[config.mk]
export PLATFORM = sky130hd
export DESIGN_NAME = gpio_ports
export DESIGN_NICKNAME = d
export VERILOG_FILES = /design/src/verilog/gpio_port_slice.v /design/src/verilog/gpio_ports.v
export VERILOG_INCLUDE_DIRS = /design/src /design/src/verilog
export SDC_FILE = /design/constraint.sdc
export NUM_CORES = 1
export LEC_CHECK = 0
export ABC_CLOCK_PERIOD_IN_PS = 2400
export BUFFER_PORTS_ARGS = -buffer_cell sky130_fd_sc_hd__buf_2
export CAP_MARGIN = 30
export CORE_UTILIZATION = 52
export DETAILED_ROUTE_END_ITERATION = 12
export PLACE_DENSITY = 0.83
export SETUP_SLACK_MARGIN = 0.15
export SYNTH_ARGS = -nofsm -noshare
export SYNTH_HDL_FRONTEND = slang
export SYNTH_HIERARCHICAL = 1
export SYNTH_SLANG_ARGS = --single-unit
[constraint.sdc]
create_clock -name clk_sys_i -period 2.4 [get_ports clk_sys_i]
set_clock_uncertainty 0.1 [all_clocks]
set_input_delay 0.48 -clock clk_sys_i [delete_from_list [all_inputs] [get_ports clk_sys_i]]
set_output_delay 0.48 -clock clk_sys_i [all_outputs]
set_load 0.01 [all_outputs]
[src/verilog/gpio_ab_consts.vh]
// register offsets, reset values and widths for the shared port block
`ifndef GPIO_AB_CONSTS_VH
`define GPIO_AB_CONSTS_VH
`define PORT_A_DATA_IDX       4'h0
`define PORT_B_DATA_IDX       4'h1
`define PORT_C_DATA_IDX       4'h2
`define PORT_A_DIR_IDX        4'h4
`define PORT_B_DIR_IDX        4'h5
`define PORT_C_DIR_IDX        4'h6
`define PORT_A_PULLUP_IDX     4'hD
`define PORT_C_PULLUP_IDX     4'hE
`define KBI_ENABLE_IDX        4'h8
`define CONV_SELECT_IDX       4'h9
`define PERIPH_CLAIM_IDX      4'hA
`define ADDR_W                6
`define DIR_RESET             8'h00
`define PULLUP_RESET          8'h00
`define CTRL_RESET            8'h00
`define CONV_NONE             5'h1F
`define CLAIM_SERIAL_BIT      0
`define CLAIM_ASYNC_BIT       1
`define CLAIM_BUSCTL_BIT      2
`define CLAIM_TIMER_BIT       3
`endif

[src/verilog/gpio_port_slice.v]
// one bidirectional port: latch, direction, pullup and pin mux
`timescale 1ns/1ps
`default_nettype none
module gpio_port_slice #(
    parameter W = 8
) (
    input  wire         clk_sys_i,
    input  wire         rst_i,
    input  wire         wr_data_i,
    input  wire         wr_dir_i,
    input  wire         wr_pull_i,
    input  wire [W-1:0] wdata_i,
    input  wire [W-1:0] pin_i,
    input  wire [W-1:0] claim_i,
    input  wire [W-1:0] claim_out_i,
    input  wire [W-1:0] claim_oe_i,
    input  wire [W-1:0] analog_i,
    output wire [W-1:0] latch_o,
    output wire [W-1:0] dir_o,
    output wire [W-1:0] pull_o,
    output wire [W-1:0] read_o,
    output wire [W-1:0] pin_o,
    output wire [W-1:0] pin_oe_n_o,
    output wire [W-1:0] pullup_on_o
);
    reg [W-1:0] latch_q;
    reg [W-1:0] dir_q;
    reg [W-1:0] pull_q;

    // latch has no reset: its contents survive a reset
    always @(posedge clk_sys_i)
    begin
        if (wr_data_i)
            latch_q <= wdata_i;
    end

    always @(posedge clk_sys_i or posedge rst_i)
    begin
        if (rst_i)
        begin
            dir_q  <= {W{1'b0}};
            pull_q <= {W{1'b0}};
        end
        else
        begin
            if (wr_dir_i)
                dir_q <= wdata_i;
            if (wr_pull_i)
                pull_q <= wdata_i;
        end
    end

    assign latch_o     = latch_q;
    assign dir_o       = dir_q;
    assign pull_o      = pull_q;
    // readback follows direction even when a peripheral owns the pin
    assign read_o      = (dir_q & latch_q) | (~dir_q & pin_i);
    assign pin_o       = (claim_i & claim_out_i) | (~claim_i & latch_q);
    // analog select overrides every digital driver on that pin
    assign pin_oe_n_o  = ~(~analog_i & ((claim_i & claim_oe_i) | (~claim_i & dir_q)));
    assign pullup_on_o = pull_q & ~dir_q & ~claim_i & ~analog_i;
endmodule // gpio_port_slice
`default_nettype wire

[src/verilog/gpio_ports.v]
// shared general-purpose ports a, b and c behind an avalon-mm slave
//
// Register access over Avalon-MM is this design's own decision.
`timescale 1ns/1ps
`default_nettype none
`include "gpio_ab_consts.vh"
// Notes on behaviour
// port a: eight pins, keyboard inputs when enabled
// data latches keep contents through reset
// direction 1 drives pin, 0 makes input
// reset clears port a directions
// port a read: latch if output, else pin
// data writes always update the latch; a write with avs_byteenable_i[0] low leaves it unchanged here
// port a pullup only while pin is input
// converter channel select forces port b analog input
// reset clears port b directions
// port b read: latch if output, else pin
// software loads latch before enabling output
// port c: seven pins with input pullups
// port b has no pullup, high-impedance input
// peripherals claim pins when their enables set; only the bus controller enable claims pins here (port c pins 0 and 1)
module gpio_ports (
    input  wire        clk_sys_i,
    input  wire        rst_i,
    input  wire [5:0]  avs_address_i,
    input  wire        avs_read_i,
    input  wire        avs_write_i,
    input  wire [3:0]  avs_byteenable_i,
    input  wire [31:0] avs_writedata_i,
    output wire [31:0] avs_readdata_o,
    output wire        avs_waitrequest_o,
    input  wire [7:0]  port_a_pin_i,
    output wire [7:0]  port_a_pin_o,
    output wire [7:0]  port_a_pin_oe_n_o,
    output wire [7:0]  port_a_pullup_o,
    output wire [7:0]  keyboard_inputs_o,
    input  wire [7:0]  port_b_pin_i,
    output wire [7:0]  port_b_pin_o,
    output wire [7:0]  port_b_pin_oe_n_o,
    output wire [7:0]  analog_inputs_o,
    input  wire [6:0]  port_c_pin_i,
    output wire [6:0]  port_c_pin_o,
    output wire [6:0]  port_c_pin_oe_n_o,
    output wire [6:0]  port_c_pullup_o,
    input  wire [1:0]  bus_controller_tx_i,
    output wire [1:0]  bus_controller_rx_o,
    output wire        serial_peripheral_enable_o,
    output wire        async_serial_enable_o,
    output wire        bus_controller_pin_enable_o,
    output wire        timer_edge_level_select_o
);
    // ************************************************************
    // bus slave
    // ************************************************************
    // one-cycle wait: data are registered, answer at second edge
    reg         ack_q;
    reg  [31:0] rdata_q;
    reg  [7:0]  kbi_en_q;
    reg  [4:0]  conv_sel_q;
    reg  [7:0]  claim_q;
    wire        req   = (avs_read_i | avs_write_i) & ~ack_q;
    // writes commit only at the edge where waitrequest is seen low
    wire        wr_ok = avs_write_i & ack_q & avs_byteenable_i[0];
    wire [3:0]  idx   = avs_address_i[5:2];
    wire        wa_d  = wr_ok & (idx == `PORT_A_DATA_IDX);
    wire        wb_d  = wr_ok & (idx == `PORT_B_DATA_IDX);
    wire        wc_d  = wr_ok & (idx == `PORT_C_DATA_IDX);
    wire        wa_r  = wr_ok & (idx == `PORT_A_DIR_IDX);
    wire        wb_r  = wr_ok & (idx == `PORT_B_DIR_IDX);
    wire        wc_r  = wr_ok & (idx == `PORT_C_DIR_IDX);
    wire        wa_p  = wr_ok & (idx == `PORT_A_PULLUP_IDX);
    wire        wc_p  = wr_ok & (idx == `PORT_C_PULLUP_IDX);

    assign avs_waitrequest_o = req;
    assign avs_readdata_o    = rdata_q;

    // ************************************************************
    // peripheral sharing
    // ************************************************************
    wire [7:0] a_lat, a_dir, a_pul, a_rd;
    wire [7:0] b_lat, b_dir, b_pul, b_rd;
    wire [6:0] c_lat, c_dir, c_pul, c_rd;
    wire [7:0] analog_sel;
    wire [6:0] c_claim;
    genvar g;
    generate
        for (g = 0; g < 8; g = g + 1)
        begin : g_conv
            assign analog_sel[g] = (conv_sel_q == g);
        end
    endgenerate
    // only the low two port c pins are shared, so a 2-bit claim suffices
    assign c_claim = {5'h00, claim_q[`CLAIM_BUSCTL_BIT], claim_q[`CLAIM_BUSCTL_BIT]};

    assign keyboard_inputs_o          = kbi_en_q & port_a_pin_i;
    assign analog_inputs_o            = analog_sel;
    assign bus_controller_rx_o        = port_c_pin_i[1:0] & {2{claim_q[`CLAIM_BUSCTL_BIT]}};
    assign serial_peripheral_enable_o = claim_q[`CLAIM_SERIAL_BIT];
    assign async_serial_enable_o      = claim_q[`CLAIM_ASYNC_BIT];
    assign bus_controller_pin_enable_o = claim_q[`CLAIM_BUSCTL_BIT];
    assign timer_edge_level_select_o  = claim_q[`CLAIM_TIMER_BIT];

    // ************************************************************
    // ports
    // ************************************************************
    gpio_port_slice #(.W(8)) u_port_a (
        .clk_sys_i   (clk_sys_i),
        .rst_i       (rst_i),
        .wr_data_i   (wa_d),
        .wr_dir_i    (wa_r),
        .wr_pull_i   (wa_p),
        .wdata_i     (avs_writedata_i[7:0]),
        .pin_i       (port_a_pin_i),
        .claim_i     (8'h00),
        .claim_out_i (8'h00),
        .claim_oe_i  (8'h00),
        .analog_i    (8'h00),
        .latch_o     (a_lat),
        .dir_o       (a_dir),
        .pull_o      (a_pul),
        .read_o      (a_rd),
        .pin_o       (port_a_pin_o),
        .pin_oe_n_o  (port_a_pin_oe_n_o),
        .pullup_on_o (port_a_pullup_o)
    );

    // pullup write strobe tied off: port b has no pullup register
    gpio_port_slice #(.W(8)) u_port_b (
        .clk_sys_i   (clk_sys_i),
        .rst_i       (rst_i),
        .wr_data_i   (wb_d),
        .wr_dir_i    (wb_r),
        .wr_pull_i   (1'b0),
        .wdata_i     (avs_writedata_i[7:0]),
        .pin_i       (port_b_pin_i),
        .claim_i     (8'h00),
        .claim_out_i (8'h00),
        .claim_oe_i  (8'h00),
        .analog_i    (analog_sel),
        .latch_o     (b_lat),
        .dir_o       (b_dir),
        .pull_o      (b_pul),
        .read_o      (b_rd),
        .pin_o       (port_b_pin_o),
        .pin_oe_n_o  (port_b_pin_oe_n_o),
        .pullup_on_o ()
    );

    gpio_port_slice #(.W(7)) u_port_c (
        .clk_sys_i   (clk_sys_i),
        .rst_i       (rst_i),
        .wr_data_i   (wc_d),
        .wr_dir_i    (wc_r),
        .wr_pull_i   (wc_p),
        .wdata_i     (avs_writedata_i[6:0]),
        .pin_i       (port_c_pin_i),
        .claim_i     (c_claim),
        .claim_out_i ({5'h00, bus_controller_tx_i}),
        .claim_oe_i  (7'h01),
        .analog_i    (7'h00),
        .latch_o     (c_lat),
        .dir_o       (c_dir),
        .pull_o      (c_pul),
        .read_o      (c_rd),
        .pin_o       (port_c_pin_o),
        .pin_oe_n_o  (port_c_pin_oe_n_o),
        .pullup_on_o (port_c_pullup_o)
    );

    // ************************************************************
    // control registers and readback
    // ************************************************************
    reg [7:0] rd_d;
    always @*
    begin
        case (idx)
            `PORT_A_DATA_IDX:   rd_d = a_rd;
            `PORT_B_DATA_IDX:   rd_d = b_rd;
            `PORT_C_DATA_IDX:   rd_d = {1'b0, c_rd};
            `PORT_A_DIR_IDX:    rd_d = a_dir;
            `PORT_B_DIR_IDX:    rd_d = b_dir;
            `PORT_C_DIR_IDX:    rd_d = {1'b0, c_dir};
            `PORT_A_PULLUP_IDX: rd_d = a_pul;
            `PORT_C_PULLUP_IDX: rd_d = {1'b0, c_pul};
            `KBI_ENABLE_IDX:    rd_d = kbi_en_q;
            `CONV_SELECT_IDX:   rd_d = {3'h0, conv_sel_q};
            `PERIPH_CLAIM_IDX:  rd_d = {4'h0, claim_q[3:0]};
            default:            rd_d = 8'h00;
        endcase
    end

    always @(posedge clk_sys_i or posedge rst_i)
    begin
        if (rst_i)
        begin
            ack_q      <= 1'b0;
            rdata_q    <= 32'h00000000;
            kbi_en_q   <= `CTRL_RESET;
            conv_sel_q <= `CONV_NONE;
            claim_q    <= `CTRL_RESET;
        end
        else
        begin
            ack_q <= req;
            if (avs_read_i & ~ack_q)
                rdata_q <= {24'h000000, rd_d};
            if (wr_ok & (idx == `KBI_ENABLE_IDX))
                kbi_en_q <= avs_writedata_i[7:0];
            if (wr_ok & (idx == `CONV_SELECT_IDX))
                conv_sel_q <= avs_writedata_i[4:0];
            if (wr_ok & (idx == `PERIPH_CLAIM_IDX))
                claim_q <= {4'h0, avs_writedata_i[3:0]};
        end
    end

    // b_pul, b_lat, a_lat and c_lat feed no readback path or output
    wire unused_ok = &{1'b0, b_pul, b_lat, a_lat, c_lat};
endmodule // gpio_ports
`default_nettype wire

# Yosys cells after proc, flatten, opt, wreduce, memory -nomap -nowiden
# Index checks and enable logic that the tools add are counted.
[totals]
reg_bits = 87
elab_cells = 77
in_bits = 71
[classes]
bitwise_logic = 44
reduce_logical = 2
eq_ne = 17
n_mux = 1
[ops]
columns = ["cell", "n"]
rows = [
  ["8-bit case mux with 11 select lines", 1],
  ["8-bit bitwise AND", 7],
  ["7-bit bitwise AND", 6],
  ["8-bit inverter", 4],
  ["4-bit == test, second input constant", 5],
  ["5-bit by 3-bit == test with 1-bit output, second input constant", 4],
  ["8-bit bitwise OR", 2],
  ["1-bit bitwise AND", 15],
  ["7-bit inverter", 2],
  ["7-bit bitwise OR", 2],
  ["4-bit by 3-bit == test with 1-bit output, second input constant", 3],
  ["5-bit by 2-bit == test with 1-bit output, second input constant", 2],
  ["2-bit inverter with 7-bit output", 1],
  ["1-bit by 7-bit bitwise OR with 7-bit output", 1],
  ["5-bit by 1-bit == test with 1-bit output, second input constant", 1],
  ["5-bit zero test", 1],
  ["2-bit bitwise AND", 2],
  ["4-bit by 1-bit == test with 1-bit output, second input constant", 1],
  ["4-bit by 2-bit == test with 1-bit output, second input constant", 1],
  ["4-bit zero test", 1],
  ["1-bit inverter", 1],
  ["1-bit bitwise OR", 1],
]

# Logic depth before layout (Yosys ltp)
# Gate-level depths: netlist of run 1.
[depth]
ltp_word = 4
mapped_depth = 7
mapped_depth_nobuf = 5

# Cells and area by module
# The synthesis of run 1 kept the hierarchy.
[by_module_without_submodules]
columns = ["module", "n_inst", "cells_per_inst", "area_per_inst_um2", "seq_area_each_um2"]
rows = [
  ["gpio_port_slice (u_port_a ...)", 2, 83, 1287.5, 640.6],
  ["gpio_ports", 1, 244, 2270.9, 656.9],
  ["gpio_port_slice (u_port_c)", 1, 73, 1129.8, 560.5],
]

# Worst setup path after synthesis of run 1
# No wires, ideal clock.
[synth_timing]
path_kind = "input port to flip-flop"
from = "input avs_address_i[2]"
to = "register u_port_c.latch_q[0] (netlist: u_port_c/latch_o[0]), enable pin"
setup_ns = 0.380
t_required_ns = 1.920
t_arrival_ns = 1.601
stages = 4
path_slack_ns = 0.319
cell_sequence = "nand2b_1 -> buf_2 -> or2_2 -> nor3_1"
[synth_via]
elab_chain_len = 2
[synth_lines]
columns = ["element", "line_no", "source"]
rows = [
  ["start, declared", "gpio_ports.v:25", "input wire [5:0] avs_address_i,"],
  ["4-bit by 2-bit == test with 1-bit output", "--", ""],
  ["1-bit bitwise AND", "gpio_ports.v:67", "wire wc_d = wr_ok & (idx == `PORT_C_DATA_IDX);"],
  ["net wc_d", "gpio_ports.v:67", ""],
  ["end signal, assigned", "gpio_port_slice.v:34", "latch_q <= wdata_i;"],
  ["end, declared", "gpio_port_slice.v:26", "reg [W-1:0] latch_q;"],
]
# The timed path passes the listed nets, and every way through them passes these cells.
# A chain may end at the register's enable or synchronous reset.

# Final worst setup path of run 1
[layout_timing]
from = "register conv_sel_q[4]"
to = "output port_b_pin_oe_n_o[1]"
[layout_via]
elab_chain_len = 4
[layout_lines]
columns = ["element", "line_no", "source"]
rows = [
  ["start, declared", "gpio_ports.v:59", "reg [4:0] conv_sel_q;"],
  ["start signal, assigned", "gpio_ports.v:199", "conv_sel_q <= `CONV_NONE;"],
  ["start signal, assigned", "gpio_ports.v:210", "conv_sel_q <= avs_writedata_i[4:0];"],
  ["5-bit by 1-bit == test with 1-bit output", "gpio_ports.v:89", "assign analog_sel[g] = (conv_sel_q == g);"],
  ["8-bit inverter", "gpio_port_slice.v:60", "assign pin_oe_n_o = ~(~analog_i & ((claim_i & claim_oe_i) | (~claim_i & dir_q)));"],
  ["8-bit bitwise AND", "gpio_port_slice.v:60", ""],
  ["8-bit inverter", "gpio_port_slice.v:60", ""],
  ["end, declared", "gpio_ports.v:39", "output wire [7:0] port_b_pin_oe_n_o,"],
]
# No other way between the ends.

==> impl_results.md, run 1 <==
- Status: completed
- Leak: around 3.5 nW
- NumNets Final: between 800 and 900
- Final wirelength: between 15 and 20 mm
- Vias in the first global route: 4452
- Crit-path max cell delay: 460 ps
- Crit Path Category: flop to output port
- Final Non-Filler Cells: 880
- Drt via density: between 5 and 6
- Register area: 2300 µm²
- Max_cap viols: 0
- Synth warn: 6
- R2R setup slack: 300 ps
- First-pass DRT Iterations: 6
- Tightest Pin Transition: about 730 ps
- Multi-input gate area: 3460 µm²
- Die footprint: 11100 µm²
- Max IR drop VDD: 330 µV
- Reg2reg end: avs_readdata_o[6]$_DFFE_PP0P_
- Mean post-synth cell area: about 12 µm²
- Core box area: 10400 µm²
- CP endpoint kind: output port
- Start point of the critical path: conv_sel_q[4]$_DFFE_PP1P_
- Placed Cells incl. Taps: 864
- Die height: 106 µm
- CTS root buf: clkbuf_8
- Critical path depth: 4
- Largest fanout on the critical path: 4
- Initial antenna violation count: 0
- Buffer and inverter count on the worst path: 1
- Via count: 4581
- Post-DRT Antenna Nets: 0
- First-pass GRT wire length: 22.9 mm
- Critical path data arrival time: 1580 ps
- Final Max Tran Viols: 0
- Max clock buf depth: 2
- CTS Hold Bufs: 0
- Share of layout cells above drive strength 1: 40.6%
- Reg2reg path depth: 6
- DRC: 0
- CTS sink count: 87
- Post-CTS sizing: 0
- Hold Violations, Final: 0
- HPWL Detailed: between 10 and 15 mm
- Reg-to-reg startpoint: u_port_a/dir_o[6]$_DFFE_PP0P_
- Setup TNS: 0 ps
- Crit start category: flop
- Final period util: 89.9%
- Post-CTS setup buffers: 0
- RSZ-0062 raised after global routing: yes
- Fillers: 780
- Post-DR wirelength/cell: 17.2 µm
- Worst hold slack: 29.5 ps
- CTS clock-pin slew for the worst setup and hold paths: 90 ps
- Largest delay contributor family on the critical path: simple AND/OR/NAND/NOR gates
- Mapped Cells: 458
- Later-pin clock latency in the skew report: 350 ps
- Total track usage: 27.1%
- P per Cell Area: 552 nW/µm²
- Slew headroom: between 50 and 60%
- Critical Path Sink: port_b_pin_oe_n_o[1]
- Fmax: 463 MHz
- Worst path cell trace: or3_1, nor2_1, or2_1, buf_2
- Slowest cell on crit path: or3_1
- Gp weighted congestion: approximately 0.95
- PortBufs: 133
- I/O pin total: 187
- Worst Path Required: 1820 ps
- Min Tclk post-route: 2160 ps
- Setup violators final: 0
- CTS tree: done
- Congestion Overflow GR: 0
- Rows: 37
- Largest net degree at the start of global routing: 23
- Area Overhead vs Synth: 27.5%
- Hold Path Class: input pin to asynchronous set/reset pin
- Die X: between 100 and 150 µm
- ANT cells: 0
- Htree depth: 3
- Synth Cell Area: between 5000 and 6000 µm²
- Drt initial violations: 318
- Initial core utilization: around 54%
- Total CTS buffers: 9
[per-stage QoR]
stage | utilization [%] | total power [mW] | worst slack, ps | instance area [µm²]
2_1_floorplan | - | 2.50 | 319 | 6140
3_3_place_gp | 66.4 | 2.80 | 150 | 6880
3_5_place_dp | 66.4 | 2.83 | 78.9 | 6880
4_1_cts | 68.5 | 3.91 | 213 | 7100
5_1_grt | 68.5 | 4.08 | 146 | 7100
6_report | 68.5 | 3.92 | 242 | 7100
[per-layer routing]
metal  up-vias  global-route usage (%)  routed length [µm]
li1       2075                       -                   -
met1      2227                    35.0                6270
met2       235                    46.6                7410
met3        44                    4.02                 981
met4         0                    9.42                 449
met5         -                       0                   0
[area by class of cell]
cell class                 count  area share, %
sequential                    87           32.4
tap                          136           2.40
timing repair buffer         166           13.0
multi-input combinational    467           48.7
clock inverter                 4          0.722
inverter                       8          0.423
clock buffer                  12           2.32
[state kept, by name, indices dropped and copies added, names as in the netlist]
name and flops:
conv_sel_q 5, claim_q 4, u_port_c/dir_o 7, u_port_b/dir_o 8
u_port_c/pull_o 7, u_port_b/latch_o 8, u_port_a/dir_o 8, u_port_c/latch_o 7
ack_q 1, avs_readdata_o 8, u_port_a/pull_o 8, kbi_en_q 8
u_port_a/latch_o 8
[worst min path at each step]
| stage | slack (ps) | cells past startpoint | to |
|---|---|---|---|
| 2_1_floorplan | 200 | 1 | u_port_b/dir_o[0]$_DFFE_PP0P_ |
| 3_3_place_gp | 340 | 1 | ack_q$_DFF_PP0_ |
| 3_5_place_dp | 360 | 1 | ack_q$_DFF_PP0_ |
| 4_1_cts | 30 | 2 | u_port_b/dir_o[4]$_DFFE_PP0P_ |
| 5_1_grt | 40 | 2 | u_port_b/dir_o[4]$_DFFE_PP0P_ |
| 6_report | 30 | 2 | u_port_b/dir_o[0]$_DFFE_PP0P_ |
[cells in the final DEF (no fill, tap or decap), types with 5 or more instances in the layout]
cell,count
dfrtp_1,59
mux2i_1,37
nor3_1,9
dfstp_2,5
o21ai_0,6
nor4_1,5
clkbuf_8,12
nor4b_1,15
inv_1,8
edfxtp_1,23
nand3b_1,6
nand2b_1,6
buf_2,133
nor2_1,20
nand2_1,13
buf_4,32
conb_1,153
mux2_4,46
and2_1,11
or2_1,23
a221oi_1,5
mux2_2,58
[where the power goes]
part           switching, mW  total [mW]  internal [mW]  leakage, nW
registers              0.185        1.86           1.68         1.05
clock network          0.534        1.10          0.568        0.105
logic                  0.450       0.957          0.508         2.32
(Power assumes the default switching activity.)
==> run 2: changes to the inputs <==
ABC_CLOCK_PERIOD_IN_PS = 1980   (was 2400)
CORE_UTILIZATION = 47   (was 52)
CTS_BUF_LIST = sky130_fd_sc_hd__clkbuf_16   (was unset)
PLACE_DENSITY = 0.79   (was 0.83)
clock period = 1.98 ns   (was 2.4 ns; I/O delays follow)
==> run 2 against run 1 <==
Net effect: the flow now finishes with violations (setup timing); sequential power up 21%; clock power up 49%; global-route usage down 1.2 points; die area up 10%; sequential share of layout area down 2.9 points; setup slack worse by 320 ps; clock-buffer cell count down 3; flip-flop and latch count unchanged; first-iteration DRC count down 29%; highest routed layer unchanged.
==> impl_results.md, run 2 (same netlist as run 1, synthesis figures left out) <==
- Reg2reg path depth: 6 (unchanged)
- Post-DR wirelength/cell: 17.6 µm (was 17.2 µm)
- Initial antenna violation count: 0 (unchanged)
- Max IR drop VDD: 557 µV (was 330 µV)
- Post-DRT Antenna Nets: 0 (unchanged)
- Commonest non-fill, non-tap cell in the layout: conb_1 (unchanged)
- Hold Violations, Final: 0 (unchanged)
- Core box area: 11500 µm² (was 10400 µm²)
- P per Cell Area: 680 nW/µm² (was 552 nW/µm²)
- Htree depth: 3 (unchanged)
- Drt via density: 5.09 (was 5.21)
- First-pass GRT wire length: 24.5 mm (was 22.9 mm)
- Start point of the critical path: conv_sel_q[4]$_DFFE_PP1P_ (unchanged)
- Die X: 111 µm (was 106 µm)
- Total power: 5.32 mW (was 3.92 mW)
- Vias in the first global route: 4712 (was 4452)
- Gp weighted congestion: 0.969 (was 0.949)
- Critical Path Sink: port_b_pin_oe_n_o[4] (was port_b_pin_oe_n_o[1])
- Die height: 111 µm (was 106 µm)
- Later-pin clock latency in the skew report: 340 ps (was 350 ps)
- Congestion Overflow GR: 0 (unchanged)
- Drt initial violations: 227 (was 318)
- Leak: 3.78 nW (was 3.47 nW)
- CP endpoint kind: output port (unchanged)
- Largest net degree at the start of global routing: 17 (was 23)
- Share of layout cells above drive strength 1: 47.8% (was 40.6%)
- Via count: 4734 (was 4581)
- Final setup margin: -79.8 ps (was 242 ps)
- HPWL Detailed: 12.1 mm (was 11.3 mm)
- Failing checks: setup timing
- Hold Crit Start: avs_read_i
- DRC: 0 (unchanged)
- Commonest non-fill, non-tap cells in the layout: conb_1 (153), buf_2 (129), buf_4 (66) (was conb_1 (153), buf_2 (133), dfrtp_1 (59))
- Slew headroom: 54.2% (was 51.6%)
- Total CTS buffers: 9 (unchanged)
- Reg-to-reg startpoint: u_port_b/dir_o[6]$_DFFE_PP0P_ (was u_port_a/dir_o[6]$_DFFE_PP0P_)
- CTS tree: done (unchanged)
- Die footprint: 12300 µm² (was 11100 µm²)
- Rows: 39 (was 37)
- Status: complete, but fails checks (was completed)
- Final Max Tran Viols: 0 (unchanged)
- Area Overhead vs Synth: 40.3% (was 27.5%)
- Total track usage: 26.0% (was 27.1%)
- PortBufs: 133 (unchanged)
- Crit start category: flop (unchanged)
- ANT cells: 0 (unchanged)
- Initial core utilization: 48.6% (was 53.8%)
- Final wirelength: 16.3 mm (was 15.1 mm)
- R2R setup slack: 30 ps (was 300 ps)
- CTS clock-pin slew for the worst setup and hold paths: 60 ps (was 90 ps)
- First-pass DRT Iterations: 5 (was 6)
- Crit Path Category: flop to output port (unchanged)
- Worst hold slack: 226 ps (was 29.5 ps)
- Critical path data arrival time: 1560 ps (was 1580 ps)
- Placed Area: 7120 µm² (was 6880 µm²)
- Worst Path Required: 1480 ps (was 1820 ps)
- Max_cap viols: 0 (unchanged)
- Design area: 7820 µm² (was 7100 µm²)
- Final period util: 104%
- Largest fanout on the critical path: 4 (unchanged)
- Reg2reg end: avs_readdata_o[6]$_DFFE_PP0P_ (unchanged)
- CTS sink count: 87 (unchanged)
- Hold Path Class: input pin to flop (was input pin to asynchronous set/reset pin)
- Min Tclk post-route: 2060 ps
- Max clock buf depth: 2 (unchanged)
- NumNets Final: 853 (was 810)
- RSZ-0062 raised after global routing: yes (unchanged)
- Setup violators final: 9 (was 0)
- Tightest Pin Transition: 686 ps (was 726 ps)
- CTS root buf: clkbuf_16 (was clkbuf_8)
- Fmax: 485 MHz
- I/O pin total: 187 (unchanged)
==> run 2: cell types whose count changed in the layout (fill, tap and decap cells not counted), sizes merged <==
| cell | before | now |
|---|---|---|
| inv | 9 | 10 |
| clkbuf | 12 | 9 |
| buf | 166 | 208 |
| dlygate4sd3 | 0 | 1 |
| clkinv | 0 | 4 |
| clkinvlp | 2 | 0 |
==> run 2: metrics by stage <==
step	util, %	instances	worst slack (ps)	TNS (ps)
after detailed placement	62.1	898	-86.2	-1120
after global placement	62.1	898	-79.5	-880
final	68.2	930	-79.8	-516
after global routing	68.2	930	-134	-962
after CTS	66.3	924	-31.8	-80.2
after floorplan	-	609	133	0
==> run 2: layout make-up <==
cell class	instances	area (µm²)
multi-input combinational	467	3710
fill	873	3650
sequential	87	2300
timing repair buffer	209	1320
clock buffer	9	225
tap	143	179
clock inverter	7	56.3
inverter	8	30.0
==> run 2: worst min-delay path by stage <==
| stage | end | slack, ps | cells past startpoint |
|---|---|---|---|
| 2_1_floorplan | u_port_b/dir_o[0]$_DFFE_PP0P_ | 110 | 1 |
| 3_3_place_gp | u_port_b/dir_o[3]$_DFFE_PP0P_ | 330 | 2 |
| 3_5_place_dp | ack_q$_DFF_PP0_ | 350 | 1 |
| 4_1_cts | ack_q$_DFF_PP0_ | 230 | 3 |
| 5_1_grt | u_port_a/latch_o[7]$_DFFE_PP_ | 240 | 1 |
| 6_report | ack_q$_DFF_PP0_ | 230 | 3 |
==> run 2: critical path: stages, from the launching register on <==
cell,delay (ps)
dfstp_2,580
nor2_1,70
nand2_2,160
nor3_4,60
or2_1,220
buf_2,140
==> run 2: repair_timing <==
item,4_1_cts,5_1_grt
gates resized for setup,28,37
setup buffers,9,6
setup endpoints to repair,34,88
endpoints found under the hold margin,8,0
hold buffers,1,0
pin swaps,8,12
==> run 2: where the power goes <==
part	internal [mW]	switching, mW
Combinational	0.767	0.664
Sequential	2.04	0.210
Clock	0.957	0.681
Total	3.76	1.56
==> run 2: metal layers <==
layer | part of all wire (%) | GRT usage (%) | up-vias
met5 | 0 | 0 | -
met4 | 3.1 | 10.3 | 0
met3 | 6.0 | 4.10 | 35
met2 | 49 | 43.5 | 228
met1 | 42 | 33.6 | 2298
li1 | - | - | 2173
==> run 3: changes to the inputs <==
RECOVER_POWER = 100   (was unset)
==> run 3 against run 2 <==
Net effect: the flow still finishes with violations (setup timing); via count fell by 1.2%; wire length fell by 0.18%; total power fell by 1.6%; setup slack improved by 3.8 ps; critical endpoint unchanged; final cell count did not move; highest routed layer unchanged; largest power group unchanged.
==> impl_results.md, run 3 (same netlist as run 1, synthesis figures left out) <==
- NumNets Final: 853 (unchanged)
- Critical path data arrival time: 1560 ps (about the same)
- Crit-path max cell delay: 580 ps (about the same)
- Slew headroom: 33.5% (was 54.2%)
- Status: complete, but fails checks (unchanged)
- Commonest non-fill, non-tap cell in the layout: conb_1 (unchanged)
- Initial antenna violation count: 0 (unchanged)
- Crit start category: flop (unchanged)
- Drt initial violations: 237 (was 227)
- Die footprint: 12300 µm² (unchanged)
- Setup violators final: 9 (unchanged)
- Max clock buf depth: 2 (unchanged)
- P per Cell Area: 695 nW/µm² (was 680 nW/µm²)
- Initial core utilization: 48.6% (unchanged)
- Hold Violations, Final: 0 (unchanged)
- CTS tree: done (unchanged)
- First-pass GRT wire length: 24.5 mm (unchanged)
- Commonest non-fill, non-tap cells in the layout: conb_1 (153), clkbuf_1 (78), buf_2 (62) (was conb_1 (153), buf_2 (129), buf_4 (66))
- Leak: 3.47 nW (was 3.78 nW)
- Largest fanout on the critical path: 4 (unchanged)
- Share of layout cells above drive strength 1: 34.8% (was 47.8%)
- Rows: 39 (unchanged)
- PortBufs: 133 (unchanged)
- Htree depth: 3 (unchanged)
- Placed Cells incl. Taps: 898 (unchanged)
- Post-DRT Antenna Nets: 0 (unchanged)
- Core Util, Final: 65.6% (was 68.2%)
- CP endpoint kind: output port (unchanged)
- Final Non-Filler Cells: 930 (unchanged)
- Max IR drop VDD: 571 µV (was 557 µV)
- Largest net degree at the start of global routing: 17 (unchanged)
- Later-pin clock latency in the skew report: 340 ps (about the same)
- Hold Crit Start: avs_read_i (unchanged)
- Worst path cell trace: nor2_1, nand2_2, nor3_4, or2_1, buf_2 (unchanged)
- CTS root buf: clkbuf_16 (unchanged)
- Buffer and inverter count on the worst path: 1 (unchanged)
- Reg2reg path depth: 6 (unchanged)
- Critical path depth: 5 (unchanged)
- Core box area: 11500 µm² (unchanged)
- Final Max Tran Viols: 0 (unchanged)
- First-pass DRT Iterations: 4 (was 5)
- CTS clock-pin slew for the worst setup and hold paths: 60 ps (about the same)
- Area Overhead vs Synth: 34.9% (was 40.3%)
- Final setup margin: -75.9 ps (was -79.8 ps)
- Design area: 7520 µm² (was 7820 µm²)
- Final period util: 104% (about the same)
- Congestion Overflow GR: 0 (unchanged)
- Final wirelength: 16.3 mm (about the same)
- Die X: 111 µm (unchanged)
- Crit Path Category: flop to output port (unchanged)
- Total power: 5.23 mW (was 5.32 mW)
- DRC: 0 (unchanged)
- Drt via density: 5.03 (was 5.09)
- CTS sink count: 87 (unchanged)
- Fmax: 486 MHz (was 485 MHz)
- Min Tclk post-route: 2060 ps (about the same)
- Hold Path Class: input pin to flop (unchanged)
- Failing checks: setup timing (unchanged)
- I/O pin total: 187 (unchanged)
- Via count: 4679 (was 4734)
- ANT cells: 0 (unchanged)
- Placed Area: 7120 µm² (unchanged)
- Die height: 111 µm (unchanged)
- WHS Path Cells: 3 (unchanged)
- HPWL Detailed: 12.1 mm (unchanged)
- Slowest cell on crit path: dfstp_2 (unchanged)
- Total track usage: 26.0% (unchanged)
- Reg-to-reg startpoint: ack_q$_DFF_PP0_ (was u_port_b/dir_o[6]$_DFFE_PP0P_)
- DP Worst Slack: -86.2 ps (unchanged)
- Vias in the first global route: 4712 (unchanged)
- Total CTS buffers: 9 (unchanged)
- Worst Path Required: 1480 ps (about the same)
- Post-DR wirelength/cell: 17.5 µm (was 17.6 µm)
- Start point of the critical path: conv_sel_q[4]$_DFFE_PP1P_ (unchanged)
- Largest delay contributor family on the critical path: flip-flops (unchanged)
- RSZ-0062 raised after global routing: yes (unchanged)
- Max_cap viols: 0 (unchanged)
- Tightest Pin Transition: 997 ps (was 686 ps)
- Gp weighted congestion: 0.969 (unchanged)
[run 3: changes by cell type in the layout (fill, tap and decap cells not counted), moves of 5 or more]
cell and change:
mux2_1 +14, and2_0 +6, buf_4 -23, buf_6 -5, buf_2 -67, mux2_4 -14, clkbuf_1 +78, clkbuf_2 +16
and2_1 -6
[run 3: worst min-delay path, cell delays in order]
cell and delay (ps):
buf_2 110, nor2_1 80, nor2_1 50
[run 3: path summary, 6_finish.rpt]
| path | slack, ps | endpoint |
|---|---|---|
| worst max-delay path | -80 | port_b_pin_oe_n_o[4] |
| worst min-delay path | 230 | ack_q$_DFF_PP0_ |
| worst max register to register | 20 | u_port_a/pull_o[3]$_DFFE_PP0P_ |
| worst min register to register | 370 | ack_q$_DFF_PP0_ |
| max in group asynchronous | 200 | claim_q[2]$_DFFE_PP0P_ |
| min in group asynchronous | 580 | u_port_b/dir_o[3]$_DFFE_PP0P_ |
[run 3: power breakdown]
part | leakage (nW) | total [mW] | switching (mW) | internal, mW
registers | 1.04 | 2.24 | 0.207 | 2.04
clock network | 0.149 | 1.65 | 0.689 | 0.958
logic | 2.28 | 1.34 | 0.659 | 0.681
[run 3: timing repair]
item / CTS / global route
pin swaps: 8 / 12
hold endpoints to repair: 8 / 0
gates resized for setup: 28 / 37
hold buffers: 1 / 0
endpoints found under the setup margin: 34 / 88
setup buffers: 9 / 6
[run 3: metrics by stage]
step | hold WS [ps] | setup TNS, ps
6_report | 229 | -509
5_1_grt | 251 | -1580
4_1_cts | 226 | -80.2
3_5_place_dp | 354 | -1120
3_3_place_gp | 333 | -880
2_1_floorplan | 112 | 0
[run 3: layout make-up]
cell class / count / area, µm²
clock buffers: 9 / 225
clock inverters: 7 / 56.3
fillers: 959 / 3950
inverters: 8 / 30.0
multi-input cells: 467 / 3610
flip-flops and latches: 87 / 2300
well taps: 143 / 179
repair buffers: 209 / 1120
[run 3: per-layer routing]
| layer | global-route usage [%] | routed length, µm | up-vias |
|---|---|---|---|
| li1 | - | - | 2176 |
| met1 | 33.6 | 6740 | 2270 |
| met2 | 43.5 | 8030 | 202 |
| met3 | 4.10 | 1060 | 31 |
| met4 | 10.3 | 478 | 0 |
| met5 | 0 | 0 | - |
